--- src/verilog/dbarb_pkg.sv ---
// Constants and types shared by the bus arbiter and pin mux
package dbarb_pkg;
  // Arbiter states
  typedef enum logic [2:0] {
    DBARB_OWN,
    DBARB_DRAIN,
    DBARB_FLOAT,
    DBARB_GRANTED,
    DBARB_RECLAIM
  } dbarb_state_t;

  // Cycle of a transfer in which the strobe asserts (second cycle, index 1)
  localparam logic [1:0] DBARB_STROBE_CYCLE = 2'h1;
  // Reset values of outputs
  localparam logic       DBARB_GRANT_RST    = 1'h0;
  localparam logic       DBARB_DRIVE_RST    = 1'h1;
  // Strobe select encodings: bit0 reads, bit1 writes
  localparam int         DBARB_SEL_RD_BIT   = 0;
  localparam int         DBARB_SEL_WR_BIT   = 1;
endpackage

--- src/verilog/dbarb_pin_mux.sv ---
// Branch-condition / io strobe pin multiplexer
`timescale 1ns/10ps
module dbarb_pin_mux
  import dbarb_pkg::*;
(
  input  wire logic       clock_i,
  input  wire logic       rst_b_i,
  input  wire logic       branch_input_mode_i,
  input  wire logic [1:0] strobe_sel_i,
  input  wire logic       xfer_active_i,
  input  wire logic       xfer_write_i,
  input  wire logic       pin_in_i,
  output logic            pin_out_o,
  output logic            pin_oe_o,
  output logic            cond3_o
);
  logic [1:0] cycle;
  logic [1:0] next_cycle;
  logic       next_pin_out;
  logic       next_pin_oe;
  logic       next_cond3;
  logic       sel_hit;

  // Count transfer cycles; saturate so long transfers do not wrap
  always_comb begin
    sel_hit = xfer_write_i ? strobe_sel_i[DBARB_SEL_WR_BIT]
                           : strobe_sel_i[DBARB_SEL_RD_BIT];
    next_cycle = cycle;
    if (!xfer_active_i) begin
      next_cycle = 2'h0;
    end else if (cycle != 2'h3) begin
      next_cycle = cycle + 2'h1;
    end
    next_pin_oe  = !branch_input_mode_i;                        // RULE7
    next_pin_out = !branch_input_mode_i && xfer_active_i && sel_hit
                   && (cycle >= DBARB_STROBE_CYCLE);            // RULE9
    next_cond3   = branch_input_mode_i ? pin_in_i : 1'h0;       // RULE8
  end

  // Register pin drive and condition flag
  always_ff @(posedge clock_i or negedge rst_b_i) begin
    if (!rst_b_i) begin
      cycle     <= 2'h0;
      pin_out_o <= 1'h0;
      pin_oe_o  <= 1'h0;
      cond3_o   <= 1'h0;
    end else begin
      cycle     <= next_cycle;
      pin_out_o <= next_pin_out;
      pin_oe_o  <= next_pin_oe;
      cond3_o   <= next_cond3;
    end
  end
endmodule

--- src/verilog/dbarb_top.sv ---
// Shared bus arbiter for an external dma master, with strobe pin mux
// Function
// (RULE1) On external request the processor floats its bus outputs.
// (RULE2) Request negation returns the bus; processor resumes driving.
// (RULE3) Grant output acknowledges the detected request.
// (RULE4) Grant rises only after outputs are actually floating.
// (RULE5) A second arbitration protocol is selectable by control setting.
// (RULE6) Second protocol: drop grant early, wait request low, then retake.
// (RULE7) Bus control setting chooses pin role: condition input or strobe.
// (RULE8) Condition mode routes the pin to coprocessor condition 3.
// (RULE9) Strobe mode drives on reads/writes, asserting in transfer cycle two.
// (RULE10) Finish any transfer in progress before floating and granting.
// (RULE11) External master drives only while granted; releases before dropping request.
`timescale 1ns/10ps
module dbarb_top
  import dbarb_pkg::*;
(
  input  wire logic       clock_i,
  input  wire logic       rst_b_i,
  input  wire logic       ext_master_request_i,
  input  wire logic       reclaim_protocol_i,
  input  wire logic       reclaim_want_i,
  input  wire logic       xfer_active_i,
  input  wire logic       xfer_write_i,
  input  wire logic       branch_input_mode_i,
  input  wire logic [1:0] strobe_sel_i,
  input  wire logic       branch_cond_pin3_i,
  output logic            ext_master_grant_o,
  output logic            bus_drive_o,
  output logic            xfer_hold_o,
  output logic            branch_cond_pin3_o,
  output logic            branch_cond_pin3_oe_o,
  output logic            cond3_o
);
  // Ownership walk, one line per clock edge, idle core:
  //   edge 0  request seen high while owning, no transfer running
  //   edge 1  drive drops, hold rises; pins of the bus float from here
  //   edge 2  grant rises; the far master may now drive the bus
  //   edge N  request seen low; next values return to owning
  //   edge N+1 grant low, drive high, hold low
  // Ownership walk with a transfer running at edge 0:
  //   edge 1  drain entered; drive stays high, hold blocks new transfers
  //   edge k  transfer seen idle; next values move to float
  //   edge k+1 float entered, drive drops; edge k+2 grant rises
  // Reclaim walk, second protocol selected and core wanting the bus:
  //   edge 0  granted, protocol on, want high
  //   edge 1  grant drops while the bus stays floated
  //   edge N  request seen low; the far master has let go
  //   edge N+1 drive high again
  // Hazards kept in mind:
  //   - Grant never rises in the same edge as drive drops, so there is
  //     always one full cycle in which neither side drives the bus.
  //   - A request dropped before grant is simply refused; the arbiter
  //     goes back to owning without ever raising grant.
  //   - In reclaim the bus stays floated until request is seen low;
  //     retaking it earlier could clash with a master still finishing.
  //   - Reclaim want is ignored unless the protocol input is set, so the
  //     basic handshake behaves the same whatever want shows.
  // Limitation: the arbiter cannot force the far master off the bus; in
  // reclaim it only signals its wish and waits as long as it takes.
  // Trade-off: outputs are registered from the next state, which costs
  // nothing in latency but keeps every pin glitch free.

  dbarb_state_t state;
  dbarb_state_t next_state;
  logic         next_grant;
  logic         next_drive;
  logic         next_hold;

  // Arbiter next-state logic
  always_comb begin
    next_state = state;
    case (state)
      DBARB_OWN: begin
        if (ext_master_request_i) begin
          // Never cut a transfer short; wait for it to end
          next_state = xfer_active_i ? DBARB_DRAIN : DBARB_FLOAT; // RULE10
        end
      end
      DBARB_DRAIN: begin
        if (!ext_master_request_i) begin
          next_state = DBARB_OWN;
        end else if (!xfer_active_i) begin
          next_state = DBARB_FLOAT;                               // RULE10
        end
      end
      DBARB_FLOAT: begin
        // Outputs floated last cycle; grant is safe now
        next_state = ext_master_request_i ? DBARB_GRANTED : DBARB_OWN; // RULE4
      end
      DBARB_GRANTED: begin
        if (!ext_master_request_i) begin
          next_state = DBARB_OWN;                                 // RULE2
        end else if (reclaim_protocol_i && reclaim_want_i) begin
          next_state = DBARB_RECLAIM;                             // RULE5
        end
      end
      DBARB_RECLAIM: begin
        // Grant is low but the bus stays floated until request drops
        if (!ext_master_request_i) begin
          next_state = DBARB_OWN;                                 // RULE6
        end
      end
      default: begin
        next_state = DBARB_OWN;
      end
    endcase

    // Outputs follow the state being entered, so pins move with it
    next_grant = 1'h0;
    next_drive = 1'h1;
    next_hold  = 1'h0;
    case (next_state)
      DBARB_OWN: begin
        // Core owns the bus and may start transfers
        next_grant = 1'h0;
        next_drive = 1'h1;                                        // RULE2
        next_hold  = 1'h0;
      end
      DBARB_DRAIN: begin
        // Keep driving for the running transfer, block a new one
        next_grant = 1'h0;
        next_drive = 1'h1;                                        // RULE10
        next_hold  = 1'h1;
      end
      DBARB_FLOAT: begin
        // Bus floated, grant held back one cycle for turnaround
        next_grant = 1'h0;
        next_drive = 1'h0;                                        // RULE1
        next_hold  = 1'h1;
      end
      DBARB_GRANTED: begin
        // Far master may drive; core stays off the bus
        next_grant = 1'h1;                                        // RULE3
        next_drive = 1'h0;
        next_hold  = 1'h1;
      end
      DBARB_RECLAIM: begin
        // Grant dropped early as a hint; bus still floated
        next_grant = 1'h0;
        next_drive = 1'h0;                                        // RULE6
        next_hold  = 1'h1;
      end
      default: begin
        // Unused codes behave as owning
        next_grant = 1'h0;
        next_drive = 1'h1;
        next_hold  = 1'h0;
      end
    endcase
  end

  // Arbiter registers; outputs straight from flops
  // Reset leaves the core driving, so the bus is never left floating
  // with nobody owning it while reset is applied
  always_ff @(posedge clock_i or negedge rst_b_i) begin
    if (!rst_b_i) begin
      state              <= DBARB_OWN;
      ext_master_grant_o <= DBARB_GRANT_RST;
      bus_drive_o        <= DBARB_DRIVE_RST;
      xfer_hold_o        <= 1'h0;
    end else begin
      state              <= next_state;
      ext_master_grant_o <= next_grant;
      bus_drive_o        <= next_drive;
      xfer_hold_o        <= next_hold;
    end
  end

  // Strobe / condition pin handling
  // Transfer activity is gated by drive: while the bus is floated the
  // far master's cycles must not fire the core's strobe
  dbarb_pin_mux u_pin_mux (
    .clock_i             (clock_i),
    .rst_b_i             (rst_b_i),
    .branch_input_mode_i (branch_input_mode_i),
    .strobe_sel_i        (strobe_sel_i),
    .xfer_active_i       (xfer_active_i && bus_drive_o),
    .xfer_write_i        (xfer_write_i),
    .pin_in_i            (branch_cond_pin3_i),
    .pin_out_o           (branch_cond_pin3_o),
    .pin_oe_o            (branch_cond_pin3_oe_o),
    .cond3_o             (cond3_o)
  );
endmodule

--- config.mk ---
export PLATFORM = sky130hd
export DESIGN_NAME = dbarb_top
export DESIGN_NICKNAME = d
export VERILOG_FILES = /design/src/verilog/dbarb_pkg.sv /design/src/verilog/dbarb_pin_mux.sv /design/src/verilog/dbarb_top.sv
export SDC_FILE = /design/constraint.sdc
export NUM_CORES = 1
export LEC_CHECK = 0
export ABC_CLOCK_PERIOD_IN_PS = 3100
export BUFFER_PORTS_ARGS = -buffer_cell sky130_fd_sc_hd__buf_2
export CORE_AREA = 2 2 39 41
export CTS_BUF_LIST = sky130_fd_sc_hd__clkbuf_8
export CTS_CLUSTER_DIAMETER = 60
export CTS_CLUSTER_SIZE = 12
export DETAILED_ROUTE_END_ITERATION = 16
export DIE_AREA = 0 0 41 43
export GPL_ROUTABILITY_DRIVEN = 0
export HOLD_SLACK_MARGIN = 0.05
export RECOVER_POWER = 25
export SLEW_MARGIN = 20
export SYNTH_ARGS = -nofsm -noshare
export SYNTH_HDL_FRONTEND = slang
export SYNTH_SLANG_ARGS = --single-unit
--- constraint.sdc ---
create_clock -name clock_i -period 3.1 [get_ports clock_i]
set_clock_uncertainty 0.15 [all_clocks]
set_input_delay 0.62 -clock clock_i [delete_from_list [all_inputs] [get_ports clock_i]]
set_output_delay 0.62 -clock clock_i [all_outputs]
set_load 0.005 [all_outputs]
==> results.json <==
{
  "stdcell_area_um2": 602,
  "power.leakage_nw": 0.306,
  "drcViolationCount": 0,
  "nNetsFinal": 71,
  "grt_setup_unrepaired": "false",
  "vias": 341,
  "hold_viol": 0,
  "cp.depth": 1,
  "hold_path_class": "in -> async",
  "fillers": 145,
  "ios": 17,
  "drive_above_1_share": 0.351,
  "path_delay_family": "flip-flops",
  "critPathKind": "reg -> out",
  "synth_nets": 50,
  "post-route-util": 0.435,
  "grt_max_degree": 12,
  "maxCapViolations": 0,
  "place_area_um2": 558,
  "drt_iter0_markers": 3,
  "start_util": 0.331,
  "grtUsageMet2": 0.144,
  "clkPwrFrac": 0.413,
  "maxSlewHeadroom": 0.615,
  "wirelength_um": 754,
  "swShare": 0.216,
  "use_met1": 0.153,
  "fmax_mhz": 614,
  "seq_area_frac_synth": 0.604,
  "slowest_stage": "dfstp_2",
  "die-area_um2": 1760,
  "area_growth_pct": 31.4,
  "clock-root-buffer": "clkbuf_8",
  "clk_latency_ps": 230,
  "slew_violations": 0,
  "cp-end-kind": "output pin",
  "synthCells": 37,
  "die_h_um": 43,
  "path_buf_inv": 1,
  "outcome": "finished, final reports clean",
  "syn_area_um2": 458,
  "die_width_um": 41,
  "gr-total-overflow": 0,
  "synth_top_area_share": 0.546,
  "crit_chain": "buf_2",
  "htreeDepth": 1,
  "vias_per_cell": 4.67,
  "min_period_over_period": 0.525,
  "use_met3": 0.0314,
  "grt_usage": 0.111,
  "setup_tns_ps": 0,
  "core_area_um2": 1380,
  "cts_buffers": 3,
  "diodes": 0,
  "cts_setup_buffers": 0,
  "grt-busiest-layer": "met1",
  "synth_area_leaders": "dfrtp_1 55%, dfstp_2 5.7%, ha_1 5.5%",
  "synth_largest_area_cell": "dfrtp_1",
  "rows": 14,
  "rr_worst_depth": 4,
  "cts.path.max_buffers": 2,
  "cts_tree": "done",
  "clk_pin_slew_ps": 50,
  "synth.avg_cell_area_um2": 12.4,
  "p_int_uw": 255,
  "p_comb_frac": 0.098,
  "arrival_ps": 860,
  "sequentialPowerShare": 0.489,
  "ys_types": 18,
  "cp-start-kind": "flip-flop",
  "layout.cells.most_common": "buf_2",
  "first_pass_iters": 2,
  "antenna_found_initial": 0,
  "io_buffers": 16,
  "ant_nets": 0,
  "powerDensity_nw_per_um2": 541,
  "synth-seq-cells": 11,
  "final_cell_mix": "15 x buf_2, 10 x dfrtp_1, 6 x inv_1",
  "final.min_clock_period_ps": 1630,
  "grt_pass1_wl_um": 1290,
  "wire_per_inst_um": 10.3,
  "yosysWarnings": 0,
  "ctsHoldBuffers": 0,
  "seqCellArea_um2": 277,
  "multi_input_area_um2": 163,
  "crit_fanout": 2,
  "slowest_delay_ps": 520,
  "cts_sinks": 11,
  "critPathRequiredTime_ps": 2330,
  "power.switching_uw": 70.2,
  "grt_pass1_vias": 310,
  "tightest_slew_ps": 577,
  "cts_resized": 0,
  "setup_viol": 0,
  "peakVddDrop_mv": 0.211
}
==> state kept, by name, indices dropped and copies added, names as in the netlist <==
signal	count
bus_drive_o	1
ext_master_grant_o	1
state	3
u_pin_mux.cond3_o	1
u_pin_mux.cycle	2
u_pin_mux.pin_oe_o	1
u_pin_mux.pin_out_o	1
xfer_hold_o	1
==> synthesized netlist by cell type <==
master	count
o21ai_0	1
nor2_1	2
dfstp_2	1
a311oi_1	1
nand2_1	2
inv_1	5
mux2i_1	2
a211oi_1	2
nor4_1	1
and2_1	2
dfrtp_1	10
nand2b_4	1
o311ai_1	1
o32ai_1	1
nand4_1	1
xor2_1	1
and4_1	1
ha_1	2
==> worst paths after layout <==
kind	start	endpoint	slack, ps
setup / recovery	bus_drive_o$_DFF_PN1_	bus_drive_o	1470
hold / removal	rst_b_i	u_pin_mux.cycle[0]$_DFFE_PN0P_	210
setup reg to reg	u_pin_mux.cycle[0]$_DFFE_PN0P_	u_pin_mux.cycle[1]$_DFFE_PN0P_	1940
hold reg to reg	state[2]$_DFF_PN0_	bus_drive_o$_DFF_PN1_	330
max in group asynchronous	rst_b_i	state[1]$_DFF_PN0_	2210
min in group clock_i	state[2]$_DFF_PN0_	bus_drive_o$_DFF_PN1_	330
==> metrics by stage <==
step | setup WS (ps) | power, mW | hold slack (ps) | std cells
after floorplan | 1820 | 0.176 | 174 | 37
after global placement | 1710 | 0.193 | 315 | 69
after detailed placement | 1710 | 0.194 | 327 | 69
after CTS | 1460 | 0.333 | 101 | 73
after global routing | 1450 | 0.347 | 263 | 73
final | 1470 | 0.325 | 209 | 73
==> logic make-up after synthesis <==
group           Yosys count  synth area share
xor+xnor                  1            0.0191
mux                       2            0.0437
compound gates            6             0.101
fa+ha+maj                 2            0.0546
simple gates             10             0.137
buf+inv                   5            0.0410
flops                    11             0.604
==> final cells by class <==
cell class | count | area share
timing repair buffer | 16 | 0.131
inverter | 5 | 0.0312
sequential | 11 | 0.459
clock buffer | 3 | 0.0686
clock inverter | 1 | 0.00624
multi-input combinational | 21 | 0.270
tap | 16 | 0.0333
==> layer usage <==
| layer | routed length (um) | vias to the layer above |
|---|---|---|
| li1 | - | 172 |
| met1 | 330 | 150 |
| met2 | 326 | 17 |
| met3 | 86 | 2 |
| met4 | 10 | 0 |
| met5 | 0 | - |
==> power by group through the flow <==
stage          clock, mW  combinational (mW)  sequential [mW]
2_1_floorplan          0              0.0146            0.161
3_3_place_gp           0              0.0319            0.161
3_5_place_dp           0              0.0328            0.161
4_1_cts            0.141              0.0330            0.159
5_1_grt            0.149              0.0374            0.160
6_report           0.134              0.0319            0.159
(Power assumes the default switching activity.)
